$ cat src/rtl/rsvm_pkg.sv
package rsvm_pkg;

  // Register indices; byte address is four times the index
  localparam int unsigned ADDR_W                = 6;
  localparam logic [5:0] IDX_PROC_MODE0         = 6'h04;
  localparam logic [5:0] IDX_PROC_MODE1         = 6'h05;
  localparam logic [5:0] IDX_PROTECT            = 6'h0A;
  localparam logic [5:0] IDX_STATUS             = 6'h31;
  localparam logic [5:0] IDX_ENABLE             = 6'h32;
  localparam logic [5:0] IDX_LEVEL1_CTRL        = 6'h36;
  localparam logic [5:0] IDX_LEVEL2_CTRL        = 6'h37;

  // Field positions
  localparam int unsigned BIT_SW_RESET          = 3;  // processor_mode_reg0
  localparam int unsigned BIT_WDT_RESET_SEL     = 2;  // processor_mode_reg1
  localparam int unsigned BIT_MON_UNPROTECT     = 3;  // protect register
  localparam int unsigned BIT_L2_MON_FLAG       = 3;  // status
  localparam int unsigned BIT_LOW_CONSUMPTION   = 0;  // enable
  localparam int unsigned BIT_L0_DET_EN         = 5;
  localparam int unsigned BIT_L1_DET_EN         = 6;
  localparam int unsigned BIT_L2_DET_EN         = 7;
  localparam int unsigned BIT_OPT_L0_DISABLE    = 5;  // flash option byte
  localparam int unsigned BIT_OPT_L1_DISABLE    = 6;
  // Monitor control layout
  localparam int unsigned BIT_CTL_RST_EN        = 0;
  localparam int unsigned BIT_CTL_FILT_OFF      = 1;
  localparam int unsigned BIT_CTL_CHANGE        = 2;
  localparam int unsigned BIT_CTL_FLAG3         = 3;
  localparam int unsigned BIT_CTL_SAMP_LO       = 4;
  localparam int unsigned BIT_CTL_MODE          = 6;
  localparam int unsigned BIT_CTL_COND          = 7;

  // Reset values
  localparam logic [7:0] STATUS_RST             = 8'h08;
  localparam logic [7:0] STATUS_WR_MASK         = 8'hF7;
  localparam logic [7:0] ENABLE_RST_OFF         = 8'h00;
  localparam logic [7:0] ENABLE_RST_ON          = 8'h20;
  localparam logic [7:0] ENABLE_WR_MASK         = 8'hE1;
  localparam logic [7:0] L1CTRL_RST_OFF         = 8'h00;
  localparam logic [7:0] L1CTRL_RST_ON          = 8'h41;
  localparam logic [7:0] L2CTRL_RST             = 8'h00;
  localparam logic [7:0] CTRL_WR_MASK           = 8'hF3;
  localparam logic [7:0] BYTE_ZERO              = 8'h00;

  // Timing
  localparam int unsigned CLK_MHZ               = 125;
  localparam int unsigned RELEASE_OSC_COUNT     = 32;
  localparam int unsigned FILTER_SAMPLE_MULT    = 4;
  localparam int unsigned SETTLE_TIME_US        = 100;
  localparam int unsigned SETTLE_CYCLES         = SETTLE_TIME_US * CLK_MHZ;

  typedef enum logic [1:0] {
    RSVM_RUN,
    RSVM_HOLD,
    RSVM_COUNT
  } rsvm_seq_e;

endpackage

$ cat src/rtl/rsvm_top.sv
// The Avalon-MM interface to the registers was chosen for this implementation.
`timescale 1ns/1ps
`default_nettype none
module rsvm_top
  import rsvm_pkg::*;
#(
  parameter int unsigned SETTLE_CNT   = SETTLE_CYCLES,
  parameter int unsigned RESTART_OSC  = RELEASE_OSC_COUNT
) (
  input  wire logic              clk,
  input  wire logic              rst_n,
  input  wire logic [ADDR_W-1:0] avs_address,
  input  wire logic              avs_read,
  input  wire logic              avs_write,
  input  wire logic [31:0]       avs_writedata,
  input  wire logic [3:0]        avs_byteenable,
  output logic [31:0]            avs_readdata,
  output logic                   avs_waitrequest,
  input  wire logic [2:0]        cmpAbove,
  input  wire logic              oscTick,
  input  wire logic              wdtUnderflow,
  input  wire logic [7:0]        flashOptionByte,
  output logic                   sysReset_n,
  output logic                   clkDiv8Sel,
  output logic                   monIrq1,
  output logic                   monIrq2,
  output logic                   lowConsumptionEn
);

  rsvm_seq_e   seq_q;
  logic [6:0]  oscCnt_q;
  logic        holdBelow_q;
  logic        opt0Dis_q;
  logic [7:0]  status_q;
  logic [7:0]  enable_q;
  logic [7:0]  l1Ctrl_q;
  logic [7:0]  l2Ctrl_q;
  logic [7:0]  mode0_q;
  logic [7:0]  mode1_q;
  logic [7:0]  protect_q;
  logic        irq1_q;
  logic        irq2_q;

  logic [2:0]  detReady;
  logic [2:0]  detAbove;
  logic [2:0]  detRise;
  logic [2:0]  detFall;
  logic [2:0]  detEn;
  logic [2:0]  detFiltOff;
  logic [5:0]  detSamp;

  logic        wrAck;
  logic        rdAck;
  logic        wrByte;
  logic [7:0]  wrData;
  logic [7:0]  rdByte;
  logic        swResetReq;
  logic        wdtResetReq;
  logic        l0ResetReq;
  logic        l1ResetReq;
  logic        l2ResetReq;
  logic        pwrReset;
  logic        softReset;
  logic        l1Event;
  logic        l2Event;
  logic        l1Flag;
  logic        l2Flag;
  logic        inReset;

  // Detectors: index 0..2 are levels 0..2
  assign detEn      = {enable_q[BIT_L2_DET_EN], enable_q[BIT_L1_DET_EN],
                       enable_q[BIT_L0_DET_EN]};
  assign detFiltOff = {l2Ctrl_q[BIT_CTL_FILT_OFF], l1Ctrl_q[BIT_CTL_FILT_OFF], 1'b1};
  assign detSamp    = {l2Ctrl_q[BIT_CTL_SAMP_LO +: 2], l1Ctrl_q[BIT_CTL_SAMP_LO +: 2],
                       2'b00};

  genvar gi;
  generate
    for (gi = 0; gi < 3; gi++) begin : g_det
      rsvm_detector #(
        .SETTLE_CNT (SETTLE_CNT)
      ) u_det (
        .clk        (clk),
        .rst_n      (rst_n),
        .detEnable  (detEn[gi]),
        .cmpAbove   (cmpAbove[gi]),
        .oscTick    (oscTick),
        .filterOff  (detFiltOff[gi]),
        .sampleSel  (detSamp[2*gi +: 2]),
        .ready      (detReady[gi]),
        .levelAbove (detAbove[gi]),
        .riseEvt    (detRise[gi]),
        .fallEvt    (detFall[gi])
      );
    end
  endgenerate

  // Bus decode; write or read takes effect when waitrequest is low
  assign wrAck  = avs_write && !avs_waitrequest;
  assign rdAck  = avs_read && !avs_waitrequest;
  assign wrByte = wrAck && avs_byteenable[0];
  assign wrData = avs_writedata[7:0];

  // Monitor flags read 1 when detector disabled or not yet settled
  assign l1Flag = !detReady[1] || detAbove[1];
  assign l2Flag = !detReady[2] || detAbove[2];

  // Reset requests
  assign swResetReq  = wrByte && (avs_address == IDX_PROC_MODE0)
                       && wrData[BIT_SW_RESET];
  assign wdtResetReq = wdtUnderflow && mode1_q[BIT_WDT_RESET_SEL];
  assign l0ResetReq  = detReady[0] && !detAbove[0] && !opt0Dis_q;
  assign l1ResetReq  = detReady[1] && !detAbove[1] && l1Ctrl_q[BIT_CTL_RST_EN]
                       && l1Ctrl_q[BIT_CTL_MODE];
  assign l2ResetReq  = detReady[2] && !detAbove[2] && l2Ctrl_q[BIT_CTL_RST_EN]
                       && l2Ctrl_q[BIT_CTL_MODE];
  assign pwrReset    = (l0ResetReq || l1ResetReq) && (seq_q == RSVM_RUN);
  assign softReset   = (l2ResetReq || wdtResetReq || swResetReq) && (seq_q == RSVM_RUN)
                       && !pwrReset;
  assign inReset     = !rst_n || (seq_q != RSVM_RUN);

  // Interrupt events: filter on = both edges, off = chosen edge
  always_comb begin
    if (!l1Ctrl_q[BIT_CTL_FILT_OFF]) begin
      l1Event = detRise[1] || detFall[1];
    end else begin
      l1Event = l1Ctrl_q[BIT_CTL_COND] ? detFall[1] : detRise[1];
    end
    if (!l2Ctrl_q[BIT_CTL_FILT_OFF]) begin
      l2Event = detRise[2] || detFall[2];
    end else begin
      l2Event = l2Ctrl_q[BIT_CTL_COND] ? detFall[2] : detRise[2];
    end
  end

  // Option strap captured while hardware reset is held
  always_ff @(posedge clk) begin
    if (!rst_n) begin
      opt0Dis_q <= flashOptionByte[BIT_OPT_L0_DISABLE];
    end
  end

  // Reset sequencer; RAM has no clear path from here
  always_ff @(posedge clk) begin
    if (!rst_n) begin
      seq_q       <= RSVM_RUN;
      oscCnt_q    <= 7'h00;
      holdBelow_q <= 1'b0;
    end else begin
      case (seq_q)
        RSVM_RUN: begin
          oscCnt_q <= 7'h00;
          if (pwrReset) begin
            seq_q       <= RSVM_HOLD;
            holdBelow_q <= 1'b1;
          end else if (softReset) begin
            seq_q       <= RSVM_COUNT;
            holdBelow_q <= 1'b0;
          end
        end
        RSVM_HOLD: begin
          oscCnt_q <= 7'h00;
          if (l0ResetReq || l1ResetReq) begin
            seq_q <= RSVM_HOLD;
          end else begin
            seq_q <= RSVM_COUNT;
          end
        end
        RSVM_COUNT: begin
          if (holdBelow_q && (l0ResetReq || l1ResetReq)) begin
            seq_q    <= RSVM_HOLD;
            oscCnt_q <= 7'h00;
          end else if (oscTick) begin
            if (holdBelow_q && oscCnt_q == 7'(RELEASE_OSC_COUNT - 1)) begin
              seq_q <= RSVM_RUN;
            end else if (!holdBelow_q && oscCnt_q == 7'(RESTART_OSC - 1)) begin
              seq_q <= RSVM_RUN;
            end
            oscCnt_q <= oscCnt_q + 7'h01;
          end
        end
        default: begin
          seq_q <= RSVM_RUN;
        end
      endcase
    end
  end

  // Single merged reset and clock selection
  always_ff @(posedge clk) begin
    if (!rst_n) begin
      sysReset_n <= 1'b0;
      clkDiv8Sel <= 1'b1;
    end else begin
      sysReset_n <= (seq_q == RSVM_RUN) && !pwrReset && !softReset;
      // Stays high one cycle past reset release
      clkDiv8Sel <= inReset || pwrReset || softReset || !sysReset_n;
    end
  end

  // Processor mode and protect registers reset on every source
  always_ff @(posedge clk) begin
    if (inReset) begin
      mode0_q   <= BYTE_ZERO;
      mode1_q   <= BYTE_ZERO;
      protect_q <= BYTE_ZERO;
    end else if (wrByte) begin
      if (avs_address == IDX_PROC_MODE1) begin
        mode1_q <= wrData;
      end
      if (avs_address == IDX_PROTECT) begin
        protect_q <= wrData;
      end
      if (avs_address == IDX_PROC_MODE0) begin
        mode0_q <= wrData & ~(8'h01 << BIT_SW_RESET);
      end
    end
  end

  // Status and enable: only hardware, level-0 and level-1 resets reinitialise
  always_ff @(posedge clk) begin
    if (!rst_n) begin
      status_q <= STATUS_RST;
      enable_q <= flashOptionByte[BIT_OPT_L0_DISABLE] ? ENABLE_RST_OFF
                                                      : ENABLE_RST_ON;
    end else if (pwrReset) begin
      status_q <= STATUS_RST;
      // Level-1 detector stays on so its recovery can end the hold
      enable_q <= ENABLE_RST_ON | (enable_q & (8'h01 << BIT_L1_DET_EN));
    end else if (wrByte && !inReset) begin
      if (avs_address == IDX_STATUS) begin
        status_q <= wrData & STATUS_WR_MASK;
      end
      if (avs_address == IDX_ENABLE) begin
        enable_q <= wrData & ENABLE_WR_MASK;
      end
    end
  end

  assign lowConsumptionEn = enable_q[BIT_LOW_CONSUMPTION];

  // Level-1 control; software/watchdog/level-2 resets leave it alone
  always_ff @(posedge clk) begin
    if (!rst_n) begin
      l1Ctrl_q <= flashOptionByte[BIT_OPT_L1_DISABLE] ? L1CTRL_RST_OFF
                                                      : L1CTRL_RST_ON;
    end else if (l1ResetReq && (seq_q == RSVM_RUN)) begin
      l1Ctrl_q <= L1CTRL_RST_ON;
    end else begin
      if (wrByte && !inReset && avs_address == IDX_LEVEL1_CTRL
          && protect_q[BIT_MON_UNPROTECT]) begin
        l1Ctrl_q <= (wrData & CTRL_WR_MASK) | (l1Ctrl_q & ~CTRL_WR_MASK & wrData);
      end
      if (l1Event && detEn[1]) begin
        l1Ctrl_q[BIT_CTL_CHANGE] <= 1'b1;
      end
    end
  end

  // Level-2 control: change flag and watchdog flag persist over soft resets
  always_ff @(posedge clk) begin
    if (!rst_n) begin
      l2Ctrl_q <= L2CTRL_RST;
    end else if (pwrReset) begin
      l2Ctrl_q <= L2CTRL_RST;
    end else begin
      if (wrByte && !inReset && avs_address == IDX_LEVEL2_CTRL
          && protect_q[BIT_MON_UNPROTECT]) begin
        l2Ctrl_q <= (wrData & CTRL_WR_MASK) | (l2Ctrl_q & ~CTRL_WR_MASK & wrData);
      end
      if (l2Event && detEn[2]) begin
        l2Ctrl_q[BIT_CTL_CHANGE] <= 1'b1;
      end
      if (wdtUnderflow) begin
        l2Ctrl_q[BIT_CTL_FLAG3] <= 1'b1;
      end
    end
  end

  // Interrupt pulses in interrupt mode only
  always_ff @(posedge clk) begin
    if (inReset) begin
      irq1_q <= 1'b0;
      irq2_q <= 1'b0;
    end else begin
      irq1_q <= l1Event && l1Ctrl_q[BIT_CTL_RST_EN]
                && !l1Ctrl_q[BIT_CTL_MODE];
      irq2_q <= l2Event && l2Ctrl_q[BIT_CTL_RST_EN]
                && !l2Ctrl_q[BIT_CTL_MODE];
    end
  end

  assign monIrq1 = irq1_q;
  assign monIrq2 = irq2_q;

  // Read multiplexer
  always_comb begin
    case (avs_address)
      IDX_PROC_MODE0:  rdByte = mode0_q;
      IDX_PROC_MODE1:  rdByte = mode1_q;
      IDX_PROTECT:     rdByte = protect_q;
      IDX_STATUS: begin
        rdByte                  = status_q;
        rdByte[BIT_L2_MON_FLAG] = l2Flag;
      end
      IDX_ENABLE:      rdByte = enable_q;
      IDX_LEVEL1_CTRL: begin
        rdByte                = l1Ctrl_q;
        rdByte[BIT_CTL_FLAG3] = l1Flag;
      end
      IDX_LEVEL2_CTRL: rdByte = l2Ctrl_q;
      default:         rdByte = BYTE_ZERO;
    endcase
  end

  // One wait state per access
  always_ff @(posedge clk) begin
    if (!rst_n) begin
      avs_waitrequest <= 1'b1;
      avs_readdata    <= 32'h00000000;
    end else begin
      avs_waitrequest <= !((avs_read || avs_write) && avs_waitrequest);
      if (avs_read && avs_waitrequest) begin
        avs_readdata <= {24'h000000, rdByte};
      end
    end
  end

endmodule // rsvm_top
`default_nettype wire

$ cat src/rtl/rsvm_detector.sv
`timescale 1ns/1ps
`default_nettype none
module rsvm_detector
  import rsvm_pkg::*;
#(
  parameter int unsigned SETTLE_CNT = SETTLE_CYCLES
) (
  input  wire logic       clk,
  input  wire logic       rst_n,
  input  wire logic       detEnable,
  input  wire logic       cmpAbove,
  input  wire logic       oscTick,
  input  wire logic       filterOff,
  input  wire logic [1:0] sampleSel,
  output logic            ready,
  output logic            levelAbove,
  output logic            riseEvt,
  output logic            fallEvt
);

  logic        syncA_q;
  logic        syncB_q;
  logic [23:0] settle_q;
  logic [5:0]  divCnt_q;
  logic        sampPrev_q;
  logic        filt_q;
  logic        lvl_q;
  logic [5:0]  divLast;
  logic        lvlNext;

  always_ff @(posedge clk) begin
    if (!rst_n) begin
      syncA_q <= 1'b1;
      syncB_q <= 1'b1;
    end else begin
      syncA_q <= cmpAbove;
      syncB_q <= syncA_q;
    end
  end

  always_ff @(posedge clk) begin
    if (!rst_n || !detEnable) begin
      settle_q <= 24'h000000;
      ready    <= 1'b0;
    end else if (!ready) begin
      if (settle_q >= 24'(SETTLE_CNT - 1)) begin
        ready <= 1'b1;
      end
      settle_q <= settle_q + 24'h000001;
    end
  end

  // Sample period is four times the divided oscillator period
  assign divLast = 6'((FILTER_SAMPLE_MULT << sampleSel) - 1);

  always_ff @(posedge clk) begin
    if (!rst_n || !ready) begin
      divCnt_q   <= 6'h00;
      sampPrev_q <= 1'b1;
      filt_q     <= 1'b1;
    end else if (oscTick) begin
      if (divCnt_q >= divLast) begin
        divCnt_q   <= 6'h00;
        sampPrev_q <= syncB_q;
        if (sampPrev_q == syncB_q) begin
          filt_q <= syncB_q;
        end
      end else begin
        divCnt_q <= divCnt_q + 6'h01;
      end
    end
  end

  // Disabled or settling detectors read as above threshold
  assign lvlNext = !ready ? 1'b1 : (filterOff ? syncB_q : filt_q);

  always_ff @(posedge clk) begin
    if (!rst_n) begin
      lvl_q   <= 1'b1;
      riseEvt <= 1'b0;
      fallEvt <= 1'b0;
    end else begin
      lvl_q   <= lvlNext;
      riseEvt <= ready && lvlNext && !lvl_q;
      fallEvt <= ready && !lvlNext && lvl_q;
    end
  end

  assign levelAbove = lvl_q;

endmodule // rsvm_detector
`default_nettype wire

$ cat config.mk
export PLATFORM = sky130hd
export DESIGN_NAME = rsvm_top
export DESIGN_NICKNAME = d
export VERILOG_FILES = /design/src/rtl/rsvm_pkg.sv /design/src/rtl/rsvm_top.sv /design/src/rtl/rsvm_detector.sv
export SDC_FILE = /design/constraint.sdc
export NUM_CORES = 1
export LEC_CHECK = 0
export ABC_CLOCK_PERIOD_IN_PS = 3300
export BUFFER_PORTS_ARGS = -buffer_cell sky130_fd_sc_hd__buf_2
export CAP_MARGIN = 20
export CORE_ASPECT_RATIO = 0.7
export CORE_MARGIN = 2
export CORE_UTILIZATION = 50
export CTS_CLUSTER_SIZE = 16
export DETAILED_ROUTE_END_ITERATION = 6
export HOLD_SLACK_MARGIN = 0.08
export PLACE_DENSITY = 0.67
export SLEW_MARGIN = 10
export SYNTH_ARGS = -nofsm -noshare
export SYNTH_HDL_FRONTEND = slang
export SYNTH_SLANG_ARGS = --single-unit
$ cat constraint.sdc
create_clock -name clk -period 3.3 [get_ports clk]
set_input_delay 0.66 -clock clk [delete_from_list [all_inputs] [get_ports clk]]
set_output_delay 0.66 -clock clk [all_outputs]
set_load 0.1 [all_outputs]
Word-level counts from Yosys, hierarchy flattened
Index checks and enable logic that the tools add are counted.
Widths: inputs -> output; s select.
- bits in registers: 183
- input port bits: 59
- word-level logic and storage cells: 234
- add/subtract/negate cells: 8
- order comparisons: 5
- equality and inequality tests: 22
- shifts and indexed selects: 2
- muxes and demuxes: 43
- bitwise logic cells: 5
- reduce and logical (&&, ||, !) cells: 103
- operators with widths (operator ; number):
    $add 24x1->24 const B ; 3
    $ge 24x14->1 const B ; 3
    $mux 8 ; 7
    $pmux 8 s7 ; 1
    $logic_and 1x1->1 ; 43
    $eq 6x6->1 const B ; 4
    $logic_not 1->1 ; 21
    $mux 7 ; 3
    $reduce_and 2->1 ; 10
    $mux 1 ; 19
    $mux 6 ; 3
    $logic_or 1x1->1 ; 17
    $and 4x8->8 ; 2
    $or 8x8->8 ; 2
    $mux 2 ; 7
    $pmux 7 s2 ; 1
    $add 6x1->6 const B ; 2
    $eq 6x3->1 const B ; 2
    $ge 6x6->1 ; 2
    $reduce_and 3->1 ; 4
    $shl 3x2->6 const A ; 2
    $sub 6x1->6 const B ; 2
    $reduce_bool 2->1 ; 5
    $ne 3x1->1 const B ; 3
    other kinds (16) ; 20

Depth between registers and ports, before layout
- depth in word-level cells: 11
- mapped depth: 8
- gate-level depth less buffers: 7

Hierarchy
From an unflattened synthesis, not the netlist that was laid out.
- cell total of the unflattened synthesis: 998
- area total of the unflattened synthesis: 9181.3 um^2
- by module, submodules not included (module ; times used ; cells an instance ; area each (um^2) ; sequential area each (um^2)):
    rsvm_detector ; 3 ; 206 ; 1871.8 ; 760.7
    rsvm_top ; 1 ; 380 ; 3565.9 ; 1581.5

Worst setup path before layout
OpenSTA, ideal clock, no wires.
- path type: register to register
- start point: register avs_waitrequest
- end point: register clkDiv8Sel
- data arrival time: 1.883 ns
- required time: 3.141 ns
- setup slack: 1.258 ns
- cell stages (with the launch flop): 7
- buffers on the path: 1
- cells stage by stage: dfxtp_1 and3b_1 nand4b_1 buf_2 o21ai_1 nor3_1 nand2_1
- word-level cells in the longest chain between the ends: 10
- RTL lines (item ; line ; text):
    from (decl) ; rsvm_top.sv:18 ; output logic avs_waitrequest,
    from (signal assigned) ; rsvm_top.sv:322 ; avs_waitrequest <= !((avs_read || avs_write) && avs_waitrequest);
    $logic_not 1->1 ; -- ;
    $logic_and 1x1->1 ; rsvm_top.sv:99 ; assign wrAck = avs_write && !avs_waitrequest;
    $logic_and 1x1->1 ; rsvm_top.sv:101 ; assign wrByte = wrAck && avs_byteenable[0];
    $logic_and 1x1->1 ; rsvm_top.sv:109 ; assign swResetReq = wrByte && (avs_address == IDX_PROC_MODE0)
    $logic_and 1x1->1 ; rsvm_top.sv:110 ; && wrData[BIT_SW_RESET];
    $logic_or 1x1->1 ; rsvm_top.sv:118 ; assign softReset = (l2ResetReq || wdtResetReq || swResetReq) && (seq_q == RSVM_RUN)
    $logic_and 1x1->1 ; rsvm_top.sv:118 ;
    $logic_and 1x1->1 ; rsvm_top.sv:119 ; && !pwrReset;
    $logic_or 1x1->1 (2 in a row) ; rsvm_top.sv:197 ; clkDiv8Sel <= inReset || pwrReset || softReset || !sysReset_n;
    to (signal assigned) ; rsvm_top.sv:197 ;
    to (decl) ; rsvm_top.sv:24 ; output logic clkDiv8Sel,
No other way between the ends.
A chain may end at the register's enable or synchronous reset.

Final worst setup path
- start point: register g_det[0].u_det.ready
- end point: register enable_q[5] (enable)
- word-level cells in the longest chain between the ends: 6
- elaborated cells on any way between the ends: 7
- RTL lines (item ; line ; text):
    from (decl) ; rsvm_detector.sv:15 ; output logic ready,
    from (signal assigned) ; rsvm_detector.sv:44 ; ready <= 1'b0;
    from (signal assigned) ; rsvm_detector.sv:47 ; ready <= 1'b1;
    $logic_and 1x1->1 * (2 in a row) ; rsvm_top.sv:112 ; assign l0ResetReq = detReady[0] && !detAbove[0] && !opt0Dis_q;
    $logic_or 1x1->1 * ; rsvm_top.sv:117 ; assign pwrReset = (l0ResetReq || l1ResetReq) && (seq_q == RSVM_RUN);
    $logic_and 1x1->1 * ; rsvm_top.sv:117 ;
    $ne 3x1->1 (no source line) ; -- ;
    $reduce_and 2->1 (no source line) * ; -- ;
    to (signal assigned) ; rsvm_top.sv:224 ; enable_q <= flashOptionByte[BIT_OPT_L0_DISABLE] ? ENABLE_RST_OFF
    to (signal assigned) ; rsvm_top.sv:229 ; enable_q <= ENABLE_RST_ON | (enable_q & (8'h01 << BIT_L1_DET_EN));
    to (signal assigned) ; rsvm_top.sv:235 ; enable_q <= wrData & ENABLE_WR_MASK;
    to (decl) ; rsvm_top.sv:35 ; logic [7:0] enable_q;
Every way passes the cells marked *; elsewhere a longest branch is shown, timed or not.

==> impl_metrics.csv <==
group,metric,value,unit
run_status,status,"completed",
placement,post-dp-hpwl,11900,µm
logic_synthesis,synth_most_common_cell,"dfxtp_1",
logic_synthesis,synth_mux_area_frac,0.0546,
clocking,cts.path.max_buffers,2,
timing,fin_crit_sh,0.681,
placement,globalplace.congestion,0.867,
grt,groute.usage.overall,0.209,
placement,portBuffers,39,
setup_path,path_delay_family,"simple AND/OR/NAND/NOR gates",
logic_synthesis,yosysTopAreaCell,"dfxtp_1",
drt,wl_per_cell,15.2,µm
logic_synthesis,syn_area,0.00807,mm²
clocking,cts_resized,0,
pwr,peakVddDrop,253,µV
logic_synthesis,avgSynthCellArea,9.18,µm²
setup_path,critPathSlowestCell,"dfxtp_1",
grt,grt_pass1_wl,28100,µm
timing,finClkSkew,0.00619,ns
timing,setup_viol,0,
logic_synthesis,synth.top_cells.by_count,"dfxtp_1, nor2_1, nand2_1, mux2i_1, xor2_1",
drt,drc,0,
logic_synthesis,synth_top_area_share,0.409,
setup_path,cp.arrival,2.38,ns
setup_path,required,3.44,ns
logic_synthesis,synth_top_flop_cell,"dfxtp_1",
die,initial_core_util,0.516,
logic_synthesis,ys_seq_elements,177,
timing,hold_viol_final,0,
timing,worst_pin_slew,0.849,ns
drt,routed_wl,17000,µm
clocking,cts-buffers-inserted,17,
timing,max_slew_margin,0.433,
setup_path,crit_type,"reg -> reg",
setup_path,cp_slowest_stage_delay,0.49,ns
die,dieHeight,110,µm
clocking,cts_tree,"done",
setup_path,cp-end-kind,"register",
logic_synthesis,synth_top_family_by_area,"simple AND/OR/NAND/NOR gates",
drt,vias,6173,
finish,antennaDiodeCount,0,
finish,final_cells,1123,
clocking,h-tree-depth,4,
placement,dp.cells,1091,
logic_synthesis,seq_area_frac_synth,0.454,
logic_synthesis,ys_warn_count,0,
drt,dr.pass1.iters,5,
clocking,clkSlewWorstSetupHoldPaths,0.07,ns
clocking,clock_sinks,177,
pwr,leakagePower,3.31,nW
timing,drv_slew,0,
clocking,postCtsSetupBuffers,0,
die,die_w,156,µm
setup_path,start_kind,"register",
logic_synthesis,synthTopCellsByArea,"dfxtp_1, nor2_1, mux2i_1",
finish,area_growth,10.8,%
die,rows,38,
drt,drt_iter0_drc,397,
grt,antenna_found_initial,0,
grt,gr-total-overflow,0,
finish,layout-drive-gt1-share,0.101,
logic_synthesis,synth-xor-area-share,0.0857,
logic_synthesis,synth_cells,879,
drt,ant_nets,0,
clocking,hold_buffers,0,
logic_synthesis,ys_types,63,
timing,worst_slack,1.05,ns
die,io_pins,97,
logic_synthesis,synth-adder-area-share,0.0217,
die,core_region_area,0.0156,mm²
timing,rsz0062_at_grt,"false",
drt,viasPerCell,5.50,
clocking,cts_root_buf,"clkbuf_16",
logic_synthesis,synth_enable_flop_cells,12,
timing,fin_tns_setup,0,ns
die,die-area,0.0172,mm²
grt,grt_pass1_vias,5539,
setup_path,crit_buf_inv,0,
clocking,clock_latency,0.44,ns
setup_path,cp_cell_sequence,"or3b_1 -> nand2_1 -> nand2_1 -> nand2_2 -> a21o_1",
finish,final_nets,983,
timing,min_period,2.25,ns
logic_synthesis,synth-compound-area-share,0.0865,
grt,grt_max_degree,29,
logic_synthesis,async_flop_share,0,
pwr,power.density,523,mW/mm²
placement,dp_slack,0.843,ns
setup_path,cp_common_cell,"nand2_1",
setup_path,cp_max_fo,17,
worst_hold_path,hold_class,"reg -> reg",
finish,n_fill_cell,1418,
timing,max_freq,0.445,GHz
logic_synthesis,synth-simple-area-share,0.246,
job,drv_cap,0,
## path summary, 6_finish.rpt
check             cells after the start  slack [ns]                     to                            start
setup / recovery                      5        1.05  enable_q[5]$_DFFE_PP_  g_det[0].u_det.ready$_SDFF_PP0_
hold / removal                        1        0.40  clkDiv8Sel$_SDFF_PN1_            sysReset_n$_SDFF_PN0_
setup reg to reg                      5        1.05  enable_q[5]$_DFFE_PP_  g_det[0].u_det.ready$_SDFF_PP0_
hold reg to reg                       1        0.40  clkDiv8Sel$_SDFF_PN1_            sysReset_n$_SDFF_PN0_
## final cells by class
type | count | area, µm² | area share
multi-input cells | 653 | 4090 | 0.458
flip-flops and latches | 177 | 3660 | 0.410
clock buffers | 19 | 464 | 0.0519
well taps | 200 | 250 | 0.0280
repair buffers | 43 | 225 | 0.0252
clock inverters | 13 | 180 | 0.0201
inverters | 18 | 67.6 | 0.00756
## routing by layer
layer / share of wire / up-vias / track usage
met2: 0.40 / 163 / 0.292
met1: 0.53 / 2909 / 0.314
met5: 0 / - / 0
met3: 0.065 / 11 / 0.0610
met4: 0.0074 / 0 / 0.0531
li1: - / 3090 / -
## kinds of logic (layout without fill, tap and decap cells)
logic type      after synthesis  after routing
buf+inv                      73             93
fa+ha+maj                    14             14
compound gates              105            105
other cells                   2             26
mux                          44             44
xor+xnor                     79             79
simple gates                385            385
flops                       177            177
## power by group
group          switching (W)  internal [W]  total [W]
combinational       0.000240     0.0000439   0.000284
sequential         0.0000185       0.00218    0.00220
clock               0.000863       0.00133    0.00219
## registers in the layout, summed over array words and instances (netlist names), 7 cells and up
register,cells
l2Ctrl_q,8
mode1_q,8
g_det.u_det.divCnt_q,12
g_det.u_det.settle_q,72
mode0_q,7
status_q,7
oscCnt_q,7
protect_q,8
avs_readdata,8
l1Ctrl_q,7
## cells in the final DEF, fill, tap and decap left out, drive strengths merged, types with 17 or more instances in the layout
| cell type | Yosys | final |
|---|---|---|
| o21ai | 24 | 24 |
| xnor2 | 38 | 38 |
| inv | 17 | 19 |
| nand2 | 62 | 62 |
| conb | 2 | 26 |
| dfxtp | 165 | 165 |
| clkbuf | 14 | 19 |
| mux2i | 44 | 44 |
| nor4 | 18 | 18 |
| nor3 | 31 | 31 |
| a21oi | 26 | 26 |
| nor2 | 134 | 134 |
| nand4 | 17 | 17 |
| nand3 | 37 | 37 |
| a22oi | 19 | 19 |
| xor2 | 41 | 41 |
| buf | 41 | 43 |
## stage by stage
stage / hold WS, ns / area (µm²) / utilization / total power, W
finish: 0.401 / 8940 / 0.572 / 0.00468
global route: 0.410 / 8940 / 0.572 / 0.00482
CTS: 0.395 / 8940 / 0.572 / 0.00471
detailed placement: 0.391 / 8300 / 0.530 / 0.00253
global placement: 0.362 / 8300 / 0.530 / 0.00253
floorplan: 0.386 / 8160 / - / 0.00249
## worst register-to-register path: cells and delay by family (launching register included)
family	cells	cell delay (ns)
AND/OR/NAND/NOR	4	1.24
AO/OA/AOI/OAI	1	0.23
flip-flops	1	0.49
Note: power is estimated with default switching activity, not from simulation.
